<file path="config.mk">
export PLATFORM = sky130hd
export DESIGN_NAME = pmsar_top
export DESIGN_NICKNAME = d
export VERILOG_FILES = /design/src/inc/pmsar_pkg.sv /design/src/inc/pmsar_mgmt_if.sv /design/src/logic/pmsar_reg_bank.sv /design/src/logic/pmsar_top.sv
export SDC_FILE = /design/constraint.sdc
export NUM_CORES = 1
export LEC_CHECK = 0
export ABC_CLOCK_PERIOD_IN_PS = 2800
export BUFFER_PORTS_ARGS = -buffer_cell sky130_fd_sc_hd__buf_2
export CORE_AREA = 2 2 118 120
export DETAILED_ROUTE_END_ITERATION = 16
export DIE_AREA = 0 0 120 122
export PLACE_DENSITY_LB_ADDON = 0.3
export SYNTH_ARGS = -nofsm -noshare
export SYNTH_HDL_FRONTEND = slang
export SYNTH_SLANG_ARGS = --single-unit
export TNS_END_PERCENT = 20
</file>
<file path="constraint.sdc">
create_clock -name clk_sys_in -period 2.8 [get_ports clk_sys_in]
set_input_delay 0.14 -clock clk_sys_in [delete_from_list [all_inputs] [get_ports clk_sys_in]]
set_output_delay 0.14 -clock clk_sys_in [all_outputs]
set_load 0.005 [all_outputs]
</file>
<file path="src/inc/pmsar_pkg.sv">
// Constants, field layout and state codes of the port management slice.
// Assumes a management frame engine and a register bank share these names.
// Function
// - Control bit 2 set stops far-end fault detection; read/write, resets zero.
// - Control bit 1 set suppresses the transmitter; read/write, resets zero.
// - Control bit 0 set turns indicator outputs off; read/write, resets zero.
// - Status bit 15 always reads zero: no four-pair capability.
// - Status bits 14 and 13 read one: 100 Mbit full and half duplex.
// - Status bits 12 and 11 read one: 10 Mbit full and half duplex.
// - Status bit 5 shows negotiation finished; resets zero.
// - Status bit 4 shows a far-end fault being detected; resets zero.
// - Status bit 3 reads one: negotiation capable.
// - Status bit 2 shows link up; resets zero.
// - Status bit 0 always reads zero: no extended registers.
// - Register 2 returns the upper identifier half, read only.
// - Register 3 returns the lower identifier half, read only.
// - Advertisement bit 10 offers pause ability; read/write, resets one.
// - Advertisement bits 8 and 7 offer 100 Mbit full/half; resets one.
// - Advertisement bits 6 and 5 offer 10 Mbit full/half; resets one.
// - Partner bit 10 reports partner pause capability, read only.
package pmsar_pkg;
  // Register indices on the management bus
  localparam logic [4:0] REG_CTRL = 5'h00;
  localparam logic [4:0] REG_STAT = 5'h01;
  localparam logic [4:0] REG_ID_HI = 5'h02;
  localparam logic [4:0] REG_ID_LO = 5'h03;
  localparam logic [4:0] REG_ADV = 5'h04;
  localparam logic [4:0] REG_LPA = 5'h05;
  // Field positions
  localparam int CTRL_FEF_DIS_BIT = 2;
  localparam int CTRL_TX_DIS_BIT = 1;
  localparam int CTRL_LED_DIS_BIT = 0;
  localparam int STAT_AN_DONE_BIT = 5;
  localparam int STAT_FEF_BIT = 4;
  localparam int STAT_LINK_BIT = 2;
  localparam int ADV_PAUSE_BIT = 10;
  localparam int ADV_100FD_BIT = 8;
  localparam int ADV_100HD_BIT = 7;
  localparam int ADV_10FD_BIT = 6;
  localparam int ADV_10HD_BIT = 5;
  localparam int LPA_PAUSE_BIT = 10;
  // Masks and reset values
  localparam logic [2:0] CTRL_RESET = 3'h0;
  localparam logic [15:0] STAT_FIXED = 16'h7808;
  localparam logic [15:0] ADV_RW_MASK = 16'h05e0;
  localparam logic [15:0] ADV_RESET = 16'h05e1;
  localparam logic [15:0] SELECTOR = 16'h0001;
  // Management frame layout
  localparam logic [5:0] PREAMBLE_LEN = 6'h20;
  localparam logic [3:0] HEAD_LAST = 4'hb;
  localparam logic [3:0] DATA_LAST = 4'hf;
  localparam logic [1:0] OP_READ = 2'h2;
  localparam logic [1:0] OP_WRITE = 2'h1;

  typedef enum logic [2:0] {
    ST_IDLE = 3'b000,
    ST_START = 3'b001,
    ST_HEAD = 3'b010,
    ST_TURN = 3'b011,
    ST_DATA = 3'b100
  } pmsar_state_t;
endpackage

</file>
<file path="src/inc/pmsar_mgmt_if.sv">
// Register access path between the frame engine and the register bank.
// Assumes both ends run on the same core clock.
`timescale 1ns/1ps
interface pmsar_mgmt_if;
  logic [4:0] addr;
  logic wr_stb;
  logic [15:0] wr_data;
  logic [15:0] rd_data;

  modport engine (output addr, output wr_stb, output wr_data, input rd_data);
  modport bank (input addr, input wr_stb, input wr_data, output rd_data);
endinterface

</file>
<file path="src/logic/pmsar_reg_bank.sv">
// Control, status, identifier, advertisement and partner registers.
// Assumes live status inputs are synchronous to the core clock.
`timescale 1ns/1ps
module pmsar_reg_bank #(
  parameter logic [15:0] ID_HIGH = 16'h1234,  // Arbitrary value
  parameter logic [15:0] ID_LOW = 16'h5678    // Arbitrary value
) (
  // Clock and reset
  input wire logic clk_sys_in,
  input wire logic rst_n_in,
  // Register access
  pmsar_mgmt_if.bank mgmt,
  // Live port state
  input wire logic link_up_in,
  input wire logic an_done_in,
  input wire logic far_fault_in,
  input wire logic partner_pause_in,
  // Settings
  output logic [2:0] ctrl_out,
  output logic [15:0] advert_out
);
  logic stat_link;
  logic stat_an_done;
  logic stat_fef;
  logic lpa_pause;

  function automatic logic wr_hit(input logic stb, input logic [4:0] a, input logic [4:0] r);
    wr_hit = stb && (a == r);
  endfunction

  always_ff @(posedge clk_sys_in or negedge rst_n_in) begin
    if (!rst_n_in) begin
      ctrl_out <= pmsar_pkg::CTRL_RESET;
    end else if (wr_hit(mgmt.wr_stb, mgmt.addr, pmsar_pkg::REG_CTRL)) begin
      ctrl_out <= mgmt.wr_data[2:0];
    end
  end

  always_ff @(posedge clk_sys_in or negedge rst_n_in) begin
    if (!rst_n_in) begin
      advert_out <= pmsar_pkg::ADV_RESET;
    end else if (wr_hit(mgmt.wr_stb, mgmt.addr, pmsar_pkg::REG_ADV)) begin
      advert_out <= (mgmt.wr_data & pmsar_pkg::ADV_RW_MASK) | pmsar_pkg::SELECTOR;
    end
  end

  // Live status, cleared by reset
  always_ff @(posedge clk_sys_in or negedge rst_n_in) begin
    if (!rst_n_in) begin
      stat_link <= 1'b0;
      stat_an_done <= 1'b0;
      stat_fef <= 1'b0;
      lpa_pause <= 1'b0;
    end else begin
      stat_link <= link_up_in;
      stat_an_done <= an_done_in;
      stat_fef <= far_fault_in && !ctrl_out[pmsar_pkg::CTRL_FEF_DIS_BIT];
      lpa_pause <= partner_pause_in;
    end
  end

  always_ff @(posedge clk_sys_in or negedge rst_n_in) begin
    if (!rst_n_in) begin
      mgmt.rd_data <= 16'h0000;
    end else begin
      unique case (mgmt.addr)
        pmsar_pkg::REG_CTRL: mgmt.rd_data <= {13'h0000, ctrl_out};
        pmsar_pkg::REG_STAT: begin
          mgmt.rd_data <= pmsar_pkg::STAT_FIXED;
          mgmt.rd_data[pmsar_pkg::STAT_AN_DONE_BIT] <= stat_an_done;
          mgmt.rd_data[pmsar_pkg::STAT_FEF_BIT] <= stat_fef;
          mgmt.rd_data[pmsar_pkg::STAT_LINK_BIT] <= stat_link;
        end
        pmsar_pkg::REG_ID_HI: mgmt.rd_data <= ID_HIGH;
        pmsar_pkg::REG_ID_LO: mgmt.rd_data <= ID_LOW;
        pmsar_pkg::REG_ADV: mgmt.rd_data <= advert_out;
        pmsar_pkg::REG_LPA: begin
          mgmt.rd_data <= pmsar_pkg::SELECTOR;
          mgmt.rd_data[pmsar_pkg::LPA_PAUSE_BIT] <= lpa_pause;
        end
        default: mgmt.rd_data <= 16'h0000;
      endcase
    end
  end
endmodule

</file>
<file path="src/logic/pmsar_top.sv">
// Per-port management slice: serial management frame engine plus the
// control outputs that steer transmit, indicators and fault detection.
// Assumes MDC and MDIO are already synchronous to the core clock and MDC
// runs well below half the core clock rate.
`timescale 1ns/1ps
module pmsar_top #(
  parameter logic [4:0] PHY_ADDR = 5'h01,
  parameter int LED_W = 2,
  parameter logic [15:0] ID_HIGH = 16'h1234,  // Arbitrary value
  parameter logic [15:0] ID_LOW = 16'h5678    // Arbitrary value
) (
  // Clock and reset
  input wire logic clk_sys_in,
  input wire logic rst_n_in,
  // Management pins
  input wire logic mdc_in,
  input wire logic mdio_in,
  output logic mdio_out,
  output logic mdio_oe_n_out,
  // Live port state
  input wire logic link_up_in,
  input wire logic an_done_in,
  input wire logic far_fault_in,
  input wire logic partner_pause_in,
  // Transmit and indicator paths
  input wire logic tx_en_in,
  input wire logic [LED_W-1:0] led_in,
  output logic tx_en_out,
  output logic [LED_W-1:0] led_out,
  // Settings toward the port
  output logic fef_detect_en_out,
  output logic adv_pause_out,
  output logic adv_100fd_out,
  output logic adv_100hd_out,
  output logic adv_10fd_out,
  output logic adv_10hd_out
);
  pmsar_mgmt_if mgmt ();

  pmsar_pkg::pmsar_state_t state;
  logic mdc_prev;
  logic mdc_rise;
  logic [5:0] pre_cnt;
  logic [3:0] bit_cnt;
  logic [11:0] head;
  logic [11:0] next_head;
  logic is_read;
  logic [15:0] shift;
  logic [4:0] reg_addr;
  logic wr_stb;
  logic [15:0] wr_data;
  logic [2:0] ctrl;
  logic [15:0] advert;
  logic head_last;
  logic head_match;
  logic turn_first;
  logic turn_second;
  logic data_body;
  logic data_last;
  logic next_mdio;
  logic next_oe_n;
  wire logic [LED_W-1:0] led_gated;

  // True when the sequencer sits at a given bit of a given field
  function automatic logic step_is(input pmsar_pkg::pmsar_state_t s,
                                   input pmsar_pkg::pmsar_state_t want,
                                   input logic [3:0] cnt,
                                   input logic [3:0] want_cnt);
    step_is = (s == want) && (cnt == want_cnt);
  endfunction

  // Header aimed at this port with a read or write opcode
  function automatic logic frame_is_ours(input logic [11:0] h, input logic [4:0] pa);
    frame_is_ours = (h[9:5] == pa)
      && (h[11:10] == pmsar_pkg::OP_READ || h[11:10] == pmsar_pkg::OP_WRITE);
  endfunction

  assign head_last = step_is(state, pmsar_pkg::ST_HEAD, bit_cnt, pmsar_pkg::HEAD_LAST);
  assign head_match = frame_is_ours(next_head, PHY_ADDR);
  assign turn_first = step_is(state, pmsar_pkg::ST_TURN, bit_cnt, 4'h0);
  assign turn_second = (state == pmsar_pkg::ST_TURN) && (bit_cnt != 4'h0);
  assign data_last = step_is(state, pmsar_pkg::ST_DATA, bit_cnt, pmsar_pkg::DATA_LAST);
  assign data_body = (state == pmsar_pkg::ST_DATA) && (bit_cnt != pmsar_pkg::DATA_LAST);

  assign next_head = {head[10:0], mdio_in};
  assign mdc_rise = mdc_in && !mdc_prev;

  always_ff @(posedge clk_sys_in or negedge rst_n_in) begin
    if (!rst_n_in) begin
      mdc_prev <= 1'b0;
    end else begin
      mdc_prev <= mdc_in;
    end
  end

  // Preamble: consecutive ones seen while idle, saturating
  always_ff @(posedge clk_sys_in or negedge rst_n_in) begin
    if (!rst_n_in) begin
      pre_cnt <= 6'h00;
    end else if (state != pmsar_pkg::ST_IDLE) begin
      pre_cnt <= 6'h00;
    end else if (mdc_rise) begin
      if (!mdio_in) begin
        pre_cnt <= 6'h00;
      end else if (pre_cnt != pmsar_pkg::PREAMBLE_LEN) begin
        pre_cnt <= pre_cnt + 6'h01;
      end
    end
  end

  // Frame sequencer, advanced on each MDC rising edge
  always_ff @(posedge clk_sys_in or negedge rst_n_in) begin
    if (!rst_n_in) begin
      state <= pmsar_pkg::ST_IDLE;
    end else if (mdc_rise) begin
      unique case (state)
        pmsar_pkg::ST_IDLE: begin
          if (!mdio_in && pre_cnt == pmsar_pkg::PREAMBLE_LEN) begin
            state <= pmsar_pkg::ST_START;
          end
        end
        pmsar_pkg::ST_START: begin
          if (mdio_in) begin
            state <= pmsar_pkg::ST_HEAD;
          end else begin
            state <= pmsar_pkg::ST_IDLE;
          end
        end
        pmsar_pkg::ST_HEAD: begin
          // Other addresses and bad opcodes: frame ignored, pin left free
          if (head_last && head_match) begin
            state <= pmsar_pkg::ST_TURN;
          end else if (head_last) begin
            state <= pmsar_pkg::ST_IDLE;
          end
        end
        pmsar_pkg::ST_TURN: begin
          if (turn_second) begin
            state <= pmsar_pkg::ST_DATA;
          end
        end
        pmsar_pkg::ST_DATA: begin
          if (data_last) begin
            state <= pmsar_pkg::ST_IDLE;
          end
        end
        default: begin
          state <= pmsar_pkg::ST_IDLE;
        end
      endcase
    end
  end

  // Bit position inside the header, turnaround and data fields
  always_ff @(posedge clk_sys_in or negedge rst_n_in) begin
    if (!rst_n_in) begin
      bit_cnt <= 4'h0;
    end else if (mdc_rise) begin
      unique case (state)
        pmsar_pkg::ST_IDLE: begin
          bit_cnt <= bit_cnt;
        end
        pmsar_pkg::ST_START: begin
          bit_cnt <= 4'h0;
        end
        pmsar_pkg::ST_HEAD: begin
          bit_cnt <= head_last ? 4'h0 : bit_cnt + 4'h1;
        end
        pmsar_pkg::ST_TURN: begin
          bit_cnt <= turn_second ? 4'h0 : bit_cnt + 4'h1;
        end
        pmsar_pkg::ST_DATA: begin
          bit_cnt <= data_last ? 4'h0 : bit_cnt + 4'h1;
        end
        default: begin
          bit_cnt <= bit_cnt;
        end
      endcase
    end
  end

  // Header bits collected MSB first
  always_ff @(posedge clk_sys_in or negedge rst_n_in) begin
    if (!rst_n_in) begin
      head <= 12'h000;
    end else if (mdc_rise && state == pmsar_pkg::ST_HEAD) begin
      head <= next_head;
    end
  end

  // Operation and register index, latched once a header is accepted
  always_ff @(posedge clk_sys_in or negedge rst_n_in) begin
    if (!rst_n_in) begin
      is_read <= 1'b0;
    end else if (mdc_rise && head_last && head_match) begin
      is_read <= next_head[11:10] == pmsar_pkg::OP_READ;
    end
  end

  always_ff @(posedge clk_sys_in or negedge rst_n_in) begin
    if (!rst_n_in) begin
      reg_addr <= 5'h00;
    end else if (mdc_rise && head_last && head_match) begin
      reg_addr <= next_head[4:0];
    end
  end

  // Data shifter: read word loaded at turnaround, write word collected
  always_ff @(posedge clk_sys_in or negedge rst_n_in) begin
    if (!rst_n_in) begin
      shift <= 16'h0000;
    end else if (mdc_rise) begin
      if (turn_first) begin
        shift <= mgmt.rd_data;
      end else if (state == pmsar_pkg::ST_DATA) begin
        shift <= is_read ? {shift[14:0], 1'b0} : {shift[14:0], mdio_in};
      end
    end
  end

  // Pin level: zero in second turnaround bit, then data MSB first
  always_comb begin
    next_mdio = mdio_out;
    if (mdc_rise && is_read) begin
      if (turn_first) begin
        next_mdio = 1'b0;
      end else if (state == pmsar_pkg::ST_TURN) begin
        next_mdio = shift[15];
      end else if (data_body) begin
        next_mdio = shift[14];
      end else begin
        next_mdio = 1'b1;
      end
    end else if (mdc_rise && state != pmsar_pkg::ST_DATA) begin
      next_mdio = 1'b1;
    end
  end

  // Pin released outside the answer of a read frame
  always_comb begin
    next_oe_n = mdio_oe_n_out;
    if (mdc_rise && is_read) begin
      if (turn_first) begin
        next_oe_n = 1'b0;
      end else if (state != pmsar_pkg::ST_TURN && !data_body) begin
        next_oe_n = 1'b1;
      end
    end else if (mdc_rise && state != pmsar_pkg::ST_DATA) begin
      next_oe_n = 1'b1;
    end
  end

  always_ff @(posedge clk_sys_in or negedge rst_n_in) begin
    if (!rst_n_in) begin
      mdio_out <= 1'b1;
    end else begin
      mdio_out <= next_mdio;
    end
  end

  always_ff @(posedge clk_sys_in or negedge rst_n_in) begin
    if (!rst_n_in) begin
      mdio_oe_n_out <= 1'b1;
    end else begin
      mdio_oe_n_out <= next_oe_n;
    end
  end

  // One-cycle write strobe at the last data bit of a write frame
  always_ff @(posedge clk_sys_in or negedge rst_n_in) begin
    if (!rst_n_in) begin
      wr_stb <= 1'b0;
    end else begin
      wr_stb <= mdc_rise && !is_read && data_last;
    end
  end

  // Write word completed with the last data bit
  always_ff @(posedge clk_sys_in or negedge rst_n_in) begin
    if (!rst_n_in) begin
      wr_data <= 16'h0000;
    end else if (mdc_rise && data_last) begin
      wr_data <= {shift[14:0], mdio_in};
    end
  end

  assign mgmt.addr = reg_addr;
  assign mgmt.wr_stb = wr_stb;
  assign mgmt.wr_data = wr_data;

  pmsar_reg_bank #(
    .ID_HIGH(ID_HIGH),
    .ID_LOW(ID_LOW)
  ) u_bank (
    .clk_sys_in(clk_sys_in),
    .rst_n_in(rst_n_in),
    .mgmt(mgmt.bank),
    .link_up_in(link_up_in),
    .an_done_in(an_done_in),
    .far_fault_in(far_fault_in),
    .partner_pause_in(partner_pause_in),
    .ctrl_out(ctrl),
    .advert_out(advert)
  );

  // Transmit gating, registered
  always_ff @(posedge clk_sys_in or negedge rst_n_in) begin
    if (!rst_n_in) begin
      tx_en_out <= 1'b0;
    end else begin
      tx_en_out <= tx_en_in && !ctrl[pmsar_pkg::CTRL_TX_DIS_BIT];
    end
  end

  // Fault detection enable, low while the disable bit is set
  always_ff @(posedge clk_sys_in or negedge rst_n_in) begin
    if (!rst_n_in) begin
      fef_detect_en_out <= 1'b0;
    end else begin
      fef_detect_en_out <= !ctrl[pmsar_pkg::CTRL_FEF_DIS_BIT];
    end
  end

  // Indicator gating, one gate per indicator, then registered
  for (genvar i = 0; i < LED_W; i++) begin : g_led
    assign led_gated[i] = led_in[i] && !ctrl[pmsar_pkg::CTRL_LED_DIS_BIT];
  end

  always_ff @(posedge clk_sys_in or negedge rst_n_in) begin
    if (!rst_n_in) begin
      led_out <= '0;
    end else begin
      led_out <= led_gated;
    end
  end

  assign adv_pause_out = advert[pmsar_pkg::ADV_PAUSE_BIT];
  assign adv_100fd_out = advert[pmsar_pkg::ADV_100FD_BIT];
  assign adv_100hd_out = advert[pmsar_pkg::ADV_100HD_BIT];
  assign adv_10fd_out = advert[pmsar_pkg::ADV_10FD_BIT];
  assign adv_10hd_out = advert[pmsar_pkg::ADV_10HD_BIT];
endmodule

</file>
* After elaboration in Yosys (flattened, before gate mapping)
Cells that the tools add are included.
Storage, ports and cells: bits in registers 92, input bits 11, output and inout bits 11, word-level logic and storage cells 122
Cells by class: add/sub/neg operators 2, equal/unequal tests 25, muxes and demuxes 27, reductions and logical operators 46
Operators by type and width (count):
- $pmux W15 S6 | 1
- $mux W16 | 2
- $logic_and A1 B1 Y1 | 24
- $mux W6 | 4
- $pmux W4 S4 | 1
- $mux W3 | 5
- $pmux W3 S5 | 1
- $mux W4 | 3
- $eq A5 B1 Y1 const B | 2
- $eq A5 B2 Y1 const B | 2
- $eq A5 B3 Y1 const B | 2
- $mux W1 | 9
- $ne A3 B2 Y1 const B | 3
- $eq A4 B4 Y1 const B | 2
- $reduce_and A2 Y1 | 4
- $reduce_bool A4 Y1 | 2
- $logic_not A1 Y1 | 7
- $add A6 B1 Y6 const B | 1
- $eq A3 B2 Y1 const B | 2
- $eq A6 B6 Y1 const B | 1
- $ne A2 B2 Y1 const B | 3
- $ne A6 B6 Y1 const B | 1
- $reduce_bool A2 Y1 | 3
- $logic_not A5 Y1 | 1
- 14 further kinds | 14

* Depth between registers and ports, before layout
Gate-level depths: netlist of the first run.
depth in word-level cells 7, gate-level depth with buffers 7, gate-level depth less buffers 6

* Modules after synthesis
A second synthesis of the first run with hierarchy kept.
Second synthesis, totals: cells, all modules 335, area, all modules 4399.2 sq um
Modules (own cells, without submodules):
- pmsar_top | instances 1, cells each 251, area an instance 3331.9 sq um, sequential area each 1754.2 sq um
- pmsar_reg_bank | instances 1, cells each 84, area an instance 1067.3 sq um, sequential area each 631.9 sq um

* Worst setup path after synthesis of the first run
Ideal clock, no wire load.
path type reg-to-reg, start point register bit_cnt[0], end point register shift[5], library setup time 0.125 ns, arrival time 1.868 ns, data required time 2.675 ns, setup slack 0.807 ns, stages on the path, launching flop included 8, path buffers 1, clock period less this slack 1.993 ns, cell sequence dfrtp_1 > inv_1 > ha_1 > or3b_4 > nor2_4 > buf_6 > mux2_2 > mux2_2
On the way: longest elaborated chain between the ends 4, elaborated cells between the ends (all ways) 5, classes of those cells mux: 1; reduce/logical: 4
Ends and longest elaborated chain:
- from (decl) | RTL line pmsar_top.sv:44 | logic [3:0] bit_cnt;
- from (signal assigned) | RTL line pmsar_top.sv:161 | bit_cnt <= bit_cnt;
- from (signal assigned) | RTL line pmsar_top.sv:167 | bit_cnt <= head_last ? 4'h0 : bit_cnt + 4'h1;
- from (signal assigned) | RTL line pmsar_top.sv:170 | bit_cnt <= turn_second ? 4'h0 : bit_cnt + 4'h1;
- $logic_not A4 Y1 (*) | RTL line pmsar_top.sv:69 | step_is = (s == want) && (cnt == want_cnt);
- $logic_and A1 B1 Y1 (*) | RTL line pmsar_top.sv:69
- $reduce_bool A2 Y1 (no source line)
- $reduce_and A2 Y1 (no source line)
- to (signal assigned) | RTL line pmsar_top.sv:214 | shift <= mgmt.rd_data;
- to (signal assigned) | RTL line pmsar_top.sv:216 | shift <= is_read ? {shift[14:0], 1'b0} : {shift[14:0], mdio_in};
- to (decl) | RTL line pmsar_top.sv:48 | logic [15:0] shift;
Mark *: on every way between the ends. The rest lies on a longest branch, timed or not. A chain may end at the register's enable or synchronous reset.

* Final worst setup path of the first run
start point register bit_cnt[0], end point register shift[10]
The elaborated chain is that of the path after synthesis.

==> results of run 1 <==
[layer usage]
metal | up-vias | part of all wire | global-route usage
li1 | 1166 | - | -
met1 | 1202 | 0.51 | 0.150
met2 | 32 | 0.45 | 0.165
met3 | 11 | 0.027 | 0.0272
met4 | 0 | 0.019 | 0.0507
met5 | - | 0 | 0
[flip-flops by register name (all words and copies together), names as in the netlist, 2 cells and up]
register / cells
shift: 16
u_bank.mgmt.rd_data: 13
head: 11
mgmt.wr_data: 8
pre_cnt: 6
mgmt.addr: 5
u_bank.advert_out: 5
bit_cnt: 4
state: 3
u_bank.ctrl_out: 3
led_out: 2
[final timing paths]
kind | start | endpoint | slack [ns] | cells past startpoint
worst max-delay path | bit_cnt[0] | shift[10] | 0.58 | 6
worst min-delay path | led_in[1] | led_out[1] | 0.02 | 2
worst max register to register | bit_cnt[0] | shift[10] | 0.58 | 6
worst min register to register | head[10] | head[10] | 0.48 | 2
max in group asynchronous | rst_n_in | mdio_out | 1.61 | 3
min in group asynchronous | rst_n_in | tx_en_out | 0.41 | 2
[critical path: stages, from the launching register on]
cell and delay [ns]:
dfrtp_1 0.42, inv_1 0.08, ha_1 0.15, or3b_4 0.41
nor2_4 0.37, mux2_2 0.39, mux2_2 0.26
[power by group through the flow]
stage                     Combinational, mW  Clock (mW)  Sequential, mW
after floorplan                      0.0614           0            1.32
after global placement                0.110           0            1.33
after detailed placement              0.113           0            1.33
after CTS                             0.119        1.21            1.30
after global routing                  0.135        1.26            1.31
final                                 0.114        1.18            1.30
[synthesized netlist by cell type (2+ instances only)]
cell,instances
nand2_1,13
a31oi_1,2
nor3_1,3
and2_1,5
nor2b_1,5
nor4_1,3
buf_4,2
nor2_2,2
buf_2,4
dfrtp_1,80
o22ai_1,2
o21ai_0,10
mux2i_1,5
dfstp_2,7
clkbuf_1,3
inv_1,14
a21oi_1,11
or3b_1,3
nor2_1,12
and3_1,4
mux2_1,2
ha_1,5
nand3b_1,3
buf_6,3
nand3_1,9
o31ai_1,2
mux2_2,57
[cells by family after synthesis]
family	after synthesis	share of synthesized area
adder cells (fa/ha/maj)	5	0.0159
AND/OR/NAND/NOR	83	0.136
AO/OA/AOI/OAI	43	0.0765
buffers and inverters	26	0.0336
XOR/XNOR	1	0.00222
multiplexers	64	0.181
flip-flops	87	0.554
[per-stage QoR]
stage               utilization  total power, mW  setup WS (ns)  instances  hold WS, ns
floorplan                     -             1.38          0.807        309       -0.156
global placement          0.312             1.44          0.660        501        0.253
detailed placement        0.312             1.44          0.588        501        0.256
CTS                       0.338             2.64          0.577        521      0.00944
global route              0.338             2.71          0.493        521       0.0252
finish                    0.338             2.59          0.582        521       0.0164
[final cells by class]
| cell class | instances | area, um2 |
|---|---|---|
| Sequential cell | 87 | 2190 |
| Inverter | 14 | 52.6 |
| Fill cell | 1332 | 8940 |
| Clock inverter | 3 | 43.8 |
| Tap cell | 180 | 225 |
| Timing Repair Buffer | 29 | 180 |
| Clock buffer | 12 | 246 |
| Multi-Input combinational cell | 196 | 1630 |
==> results_dict.tcl, run 1 <==
set metrics [dict create \
    ir_drop_v 0.000283 \
    place_area_um2 4220 \
    critPathLaunchType "flip-flop" \
    fmax_ghz 0.451 \
    tightest_slew_ns 0.744 \
    p_int_mw 2.04 \
    drc 0 \
    power_density_nw_per_um2 569 \
    cts.htree.levels 3 \
    cts_hold_buffers 5 \
    grt_max_degree 61 \
    grt_antenna_before_repair 0 \
    rsz0062_at_grt "false" \
    netlist_area_um2 3940 \
    switching_share 0.214 \
    clk_latency_ns 0.34 \
    design_area_um2 4560 \
    routed_wl_mm 7.30 \
    final_common_cell "dfrtp_1" \
    layout_common_cells "dfrtp_1 (80), mux2_2 (57), buf_2 (20), inv_1 (14), nand2_1 (13)" \
    vias 2411 \
    p_clk_frac 0.453 \
    ctsResizeCount 0 \
    gp_congestion 0.767 \
    ys_seq_area_frac 0.554 \
    coreArea_um2 13500 \
    p_sw_mw 0.554 \
    clock_path_buffers 2 \
    viasPerCell 4.63 \
    synth_ff_type "dfrtp_1" \
    final_hold_viol_count 0 \
    synthCells 309 \
    cts-buffers-inserted 9 \
    grt_use_total 0.110 \
    die_h_um 122 \
    min_path_type "in2reg" \
    ant_nets 0 \
    dieArea_um2 14600 \
    p_leak_nw 2.08 \
    io_pins 22 \
    async_reset_ff_frac 1.00 \
    yosysTopAreaCell "dfrtp_1" \
    grt_overflow 0 \
    period_share 0.792 \
    cts.sink_count 87 \
    hpwlAfterDp_mm 5.16 \
    layout_min_cycle_time_ns 2.22 \
    root_buffer "clkbuf_16" \
    start_util 0.292 \
    endpoint_kind "flip-flop" \
    report.final.slew_viol_count 0 \
    first_global_vias 2445 \
    critPathArrivalTime_ns 2.44 \
    yosys_warnings 0 \
    portBuffers 21 \
    cap_violations 0 \
    drive_gt1_frac 0.346 \
    syn-num-nets 325 \
    antenna_cells 0 \
    synthTopCellsByArea "dfrtp_1 (51%), mux2_2 (16%), dfstp_2 (4.7%)" \
    maxSlewHeadroom 0.504 \
    tns_ns 0 \
    status "complete, no violations" \
    combPwrFrac 0.044 \
    ys_ff_latch 87 \
    postCtsSetupRepairBufs 0 \
    cp_max_fo 13 \
    syn_area_per_cell_um2 12.8 \
    required_ns 3.02 \
    synth_top_area_share 0.508 \
    num-nets-final 353 \
    wl_per_cell_um 14.0 \
    critPathKind "reg2reg" \
    path_clk_slew_ns 0.06 \
    fp-row-count 43 \
    drt_iter0_drc 112 \
    die_w_um 120 \
    final-setup-viol-count 0 \
    cts_tree "yes" \
    synth.distinct_cells 65 \
    fin_skew_ns 0.00693 \
    grt_first_pass_wirelength_mm 12.5 \
    synth_edf_count 0 \
    pwr-share-seq 0.503 \
    area_growth_pct 15.6 \
    first_pass_iters 4 \
]
Power figures use the tool's default switching activity.
==> inputs of run 2 (changes only) <==
--- a/config.mk
+++ b/config.mk
@@ -5,7 +5,7 @@
 export SDC_FILE = /design/constraint.sdc
 export NUM_CORES = 1
 export LEC_CHECK = 0
-export ABC_CLOCK_PERIOD_IN_PS = 2800
+export ABC_CLOCK_PERIOD_IN_PS = 1880
 export BUFFER_PORTS_ARGS = -buffer_cell sky130_fd_sc_hd__buf_2
 export CORE_AREA = 2 2 118 120
 export DETAILED_ROUTE_END_ITERATION = 16
==> constraint.sdc (replaced) <==
create_clock -name clk_sys_in -period 1.88 [get_ports clk_sys_in]
set_input_delay 0.094 -clock clk_sys_in [delete_from_list [all_inputs] [get_ports clk_sys_in]]
set_output_delay 0.094 -clock clk_sys_in [all_outputs]
set_load 0.005 [all_outputs]
==> results_dict.tcl, run 2 (synthesized netlist as in run 1, its figures left out) <==
set metrics [dict create \
    p_int_mw 3.10 \
    cts.sink_count 87 \
    gp_congestion 0.774 \
    pwr-share-seq 0.485 \
    critPathMaxStageDelay_ns 0.40 \
    dp_slack_ns -0.0782 \
    die_h_um 122 \
    p_clk_frac 0.452 \
    tns_ns -0.798 \
    die_w_um 120 \
    fin_ws_ns -0.0779 \
    critPathLaunchType "flip-flop" \
    clock_path_buffers 2 \
    vias 2544 \
    wl_per_cell_um 13.6 \
    layoutNonFillerInstCount 555 \
    combPwrFrac 0.063 \
    path_clk_slew_ns 0.06 \
    ir_drop_v 0.000393 \
    root_buffer "clkbuf_16" \
    critPathLaunch "bit_cnt[1]" \
    num-nets-final 386 \
    r2r_cells 7 \
    tightest_slew_ns 0.655 \
    report.final.slew_viol_count 0 \
    start_util 0.292 \
    cts-buffers-inserted 9 \
    drc 0 \
    power_density_nw_per_um2 813 \
    layout_common_cells "dfrtp_1 (80), mux2_2 (57), buf_4 (30), buf_2 (20), inv_1 (14)" \
    layout_min_cycle_time_ns 1.96 \
    fin_skew_ns 0.00567 \
    p_leak_nw 2.26 \
    critPathArrivalTime_ns 2.17 \
    final-setup-viol-count 13 \
    grt_antenna_before_repair 0 \
    clk_latency_ns 0.33 \
    routed_wl_mm 7.56 \
    cap_violations 0 \
    switching_share 0.219 \
    period_share 1.04 \
    portBuffers 21 \
    cts_tree "yes" \
    crit_chain "inv_1 > ha_1 > or3b_4 > nor2_4 > buf_12 > mux2_2 > mux2_2" \
    rrSetupSlack_ns -0.08 \
    final_common_cell "dfrtp_1" \
    dieArea_um2 14600 \
    grt_overflow 0 \
    io_pins 22 \
    fp-row-count 43 \
    final-seq-area_um2 2190 \
    violations "setup timing" \
    dp_cells 529 \
    cp_max_fo 13 \
    fillers 1301 \
    fmax_ghz 0.511 \
    first_pass_iters 4 \
    required_ns 2.10 \
    maxSlewHeadroom 0.558 \
    coreArea_um2 13500 \
    min-delay-start "mdio_in" \
    hpwlAfterDp_mm 5.44 \
    r2r_end "shift[12]" \
    first_global_vias 2538 \
    largest_reg_flops 16 \
    grt_max_degree 44 \
    p_sw_mw 0.871 \
    top_regs "shift: 16 flops, u_bank.mgmt.rd_data: 13 flops, head: 11 flops" \
    worstHoldPathCells 3 \
    min_path_type "in2reg" \
    antenna_cells 0 \
    endpoint_kind "flip-flop" \
    hold_end "pre_cnt[0]" \
    cts.htree.levels 3 \
    grt_use_total 0.113 \
    rsz0062_at_grt "true" \
    final_hold_viol_count 0 \
    drt_iter0_drc 82 \
    status "complete, but fails checks" \
    crit_top_cell "mux2_2" \
    slowest_stage "or3b_4" \
    largest-register "shift" \
    grt_first_pass_wirelength_mm 13.0 \
    viasPerCell 4.58 \
    critPathKind "reg2reg" \
    multi_input_area_um2 1650 \
    ant_nets 0 \
    area_growth_pct 23.9 \
    rr_startpoint "bit_cnt[1]" \
    drive_gt1_frac 0.400 \
]
[run 2: cell count changes in the layout (fill, tap and decap cells not counted), moves of 2 or more]
| cell | change |
|---|---|
| o21ai_1 | +2 |
| buf_12 | +3 |
| buf_4 | +26 |
| dlygate4sd3_1 | +4 |
| o21ai_0 | -2 |
[run 2: per-stage QoR]
step / util / hold WS [ns] / cell area [um2] / power (mW)
after floorplan: - / -0.202 / 3940 / 2.06
after global placement: 0.331 / 0.130 / 4470 / 2.18
after detailed placement: 0.331 / 0.138 / 4470 / 2.18
after CTS: 0.360 / 0.0322 / 4860 / 4.02
after global routing: 0.362 / 0.0586 / 4890 / 4.14
final: 0.362 / 0.0456 / 4890 / 3.97
[run 2: cell type report]
type / count / share of cell area
Clock buffer: 12 / 0.0504
Tap cell: 180 / 0.0461
Inverter: 14 / 0.0108
Timing Repair Buffer: 62 / 0.0973
Clock inverter: 4 / 0.0113
Sequential cell: 87 / 0.447
Multi-Input combinational cell: 196 / 0.337
[run 2: worst max path at each step]
stage / cells after the start / endpoint
floorplan: 7 / shift[5]
global placement: 7 / shift[6]
detailed placement: 7 / shift[1]
CTS: 7 / shift[12]
global route: 7 / shift[10]
finish: 7 / shift[12]
[run 2: power groups by stage]
stage	registers [mW]	clock network, mW	logic [mW]
floorplan	1.97	0	0.0915
global placement	1.96	0	0.224
detailed placement	1.96	0	0.227
CTS	1.92	1.85	0.243
global route	1.93	1.92	0.289
finish	1.93	1.80	0.250
[run 2: layer usage]
layer  track usage  wire [um]  up-vias
met2         0.168       3440       34
met4        0.0551        161        0
met5             0          0        -
met3        0.0215        180        9
li1              -          -     1235
met1         0.159       3780     1266
[run 2: timing repair]
item | 4_1_cts | 5_1_grt
pin swaps | 1 | 1
hold buffers | 9 | 0
endpoints found under the setup margin | 13 | 31
endpoints found under the hold margin | 45 | 0
gates cloned | 0 | 0
resized for setup | 1 | 5
buffers inserted | 0 | 1
[run 2: critical path, delay by kind of cell, from the launching register on]
family / cells / cell delay [ns]
muxes: 2 / 0.59
buffers and inverters: 2 / 0.21
and+or+nand+nor: 2 / 0.52
DFF: 1 / 0.38
adders and majority gates: 1 / 0.14
==> inputs of run 3 (changes only) <==
--- a/config.mk
+++ b/config.mk
@@ -5,7 +5,7 @@
 export SDC_FILE = /design/constraint.sdc
 export NUM_CORES = 1
 export LEC_CHECK = 0
-export ABC_CLOCK_PERIOD_IN_PS = 1880
+export ABC_CLOCK_PERIOD_IN_PS = 2400
 export BUFFER_PORTS_ARGS = -buffer_cell sky130_fd_sc_hd__buf_2
 export CORE_AREA = 2 2 118 120
 export DETAILED_ROUTE_END_ITERATION = 16
==> constraint.sdc (replaced) <==
create_clock -name clk_sys_in -period 2.4 [get_ports clk_sys_in]
set_input_delay 0.12 -clock clk_sys_in [delete_from_list [all_inputs] [get_ports clk_sys_in]]
set_output_delay 0.12 -clock clk_sys_in [all_outputs]
set_load 0.005 [all_outputs]
==> results_dict.tcl, run 3 (synthesized netlist as in run 1, its figures left out) <==
set metrics [dict create \
    fillers 1315 \
    layout_common_cells "dfrtp_1 (80), mux2_2 (57), buf_2 (20), inv_1 (14), nand2_1 (13)" \
    root_buffer "clkbuf_16" \
    grt_max_degree 46 \
    p_int_mw 2.60 \
    r2r_cells 6 \
    pwr-share-seq 0.466 \
    portBuffers 21 \
    io_pins 22 \
    final_hold_viol_count 0 \
    design_area_um2 4660 \
    clock_path_buffers 2 \
    first_global_vias 2439 \
    fin_skew_ns 0.0106 \
    top_regs "shift: 16 flops, u_bank.mgmt.rd_data: 13 flops, head: 11 flops" \
    p_clk_frac 0.493 \
    critPathArrivalTime_ns 2.39 \
    critPathKind "reg2reg" \
    critPathLaunchType "flip-flop" \
    antenna_cells 0 \
    postCtsSetupRepairBufs 0 \
    cts_tree "yes" \
    route.top_layer_used "met4" \
    fmax_ghz 0.461 \
    tns_ns 0 \
    die_w_um 120 \
    cp_max_fo 13 \
    place_area_um2 4240 \
    switching_share 0.204 \
    status "complete, no violations" \
    combPwrFrac 0.042 \
    period_share 0.904 \
    start_util 0.292 \
    coreArea_um2 13500 \
    dp_slack_ns 0.223 \
    p_leak_nw 2.12 \
    hpwlAfterDp_mm 4.97 \
    cap_violations 0 \
    routed_wl_mm 7.26 \
    drt_iter0_drc 83 \
    drt-met1-wl_mm 3.77 \
    endpoint_kind "flip-flop" \
    required_ns 2.62 \
    layout_min_cycle_time_ns 2.17 \
    fp-row-count 43 \
    die_h_um 122 \
    fin_ws_ns 0.230 \
    vias 2397 \
    power_density_nw_per_um2 701 \
    first_pass_iters 4 \
    ant_nets 0 \
    rsz0062_at_grt "false" \
    p_sw_mw 0.667 \
    largest-register "shift" \
    cts.sink_count 87 \
    gp_congestion 0.770 \
    report.final.slew_viol_count 0 \
    grt_first_pass_wirelength_mm 12.3 \
    dr_wl_met3_um 190 \
    cts_hold_buffers 7 \
    ir_drop_v 0.000314 \
    dr_wl_met2_mm 3.18 \
    power_mw 3.27 \
    maxSlewHeadroom 0.578 \
    wl_per_cell_um 13.8 \
    final_common_cell "dfrtp_1" \
    cts.htree.levels 3 \
    cts-buffers-inserted 9 \
    ctsResizeCount 0 \
    drc 0 \
    grt_use_total 0.107 \
    area_growth_pct 18.1 \
    num-nets-final 356 \
    path_clk_slew_ns 0.06 \
    final-setup-viol-count 0 \
    dieArea_um2 14600 \
    largest_reg_flops 16 \
    grt_overflow 0 \
    grt_antenna_before_repair 0 \
    clk_latency_ns 0.34 \
    worstHoldPathCells 2 \
    viasPerCell 4.57 \
    tightest_slew_ns 0.626 \
    min_path_type "in2reg" \
    drive_gt1_frac 0.351 \
]
## run 3: cell types whose count changed in the layout (fill, tap and decap cells not counted), sizes merged
| cell | before | now |
|---|---|---|
| buf | 53 | 25 |
| dlygate4sd3 | 9 | 7 |
| clkbuf | 12 | 11 |
| bufinv | 1 | 3 |
| clkinvlp | 1 | 2 |
| clkinv | 2 | 0 |
## run 3: per-layer routing
layer / vias up / GRT usage
met3: 8 / 0.0239
met2: 33 / 0.160
li1: 1165 / -
met1: 1191 / 0.148
met5: - / 0
met4: 0 / 0.0485
## run 3: worst max-delay path, cell delays in order (launching register included)
cell,delay (ns)
dfrtp_1,0.41
inv_1,0.07
ha_1,0.15
or3b_4,0.42
nor2_4,0.36
mux2_2,0.38
mux2_2,0.26
## run 3: through the flow
stage	instances	hold WS, ns	utilization
after floorplan	309	-0.176	-
after global placement	502	0.154	0.314
after detailed placement	502	0.160	0.314
after CTS	525	0.00572	0.345
after global routing	525	0.0443	0.345
final	525	0.00941	0.345
## run 3: worst paths after layout
kind | start | endpoint | slack (ns)
max | bit_cnt[0] | shift[12] | 0.23
min | led_in[0] | led_out[0] | 0.009
max reg2reg | bit_cnt[0] | shift[12] | 0.23
min reg2reg | u_bank.stat_fef | u_bank.mgmt.rd_data[4] | 0.48
max in group asynchronous | rst_n_in | u_bank.advert_out[8] | 1.38
min in group asynchronous | rst_n_in | head[7] | 0.32
## run 3: cell type report
type                    count  area, um2  area share
clock buffers              11        243      0.0521
clock inverters             5        105      0.0226
inverters                  14       52.6      0.0113
multi-input cells         196       1630       0.349
flip-flops and latches     87       2190       0.469
well taps                 180        225      0.0484
repair buffers             32        220      0.0473
## run 3: power groups by stage
stage | logic [mW] | clock network [mW] | registers, mW
2_1_floorplan | 0.0717 | 0 | 1.54
3_3_place_gp | 0.130 | 0 | 1.55
3_5_place_dp | 0.133 | 0 | 1.55
4_1_cts | 0.142 | 1.65 | 1.52
5_1_grt | 0.162 | 1.71 | 1.53
6_report | 0.137 | 1.61 | 1.52
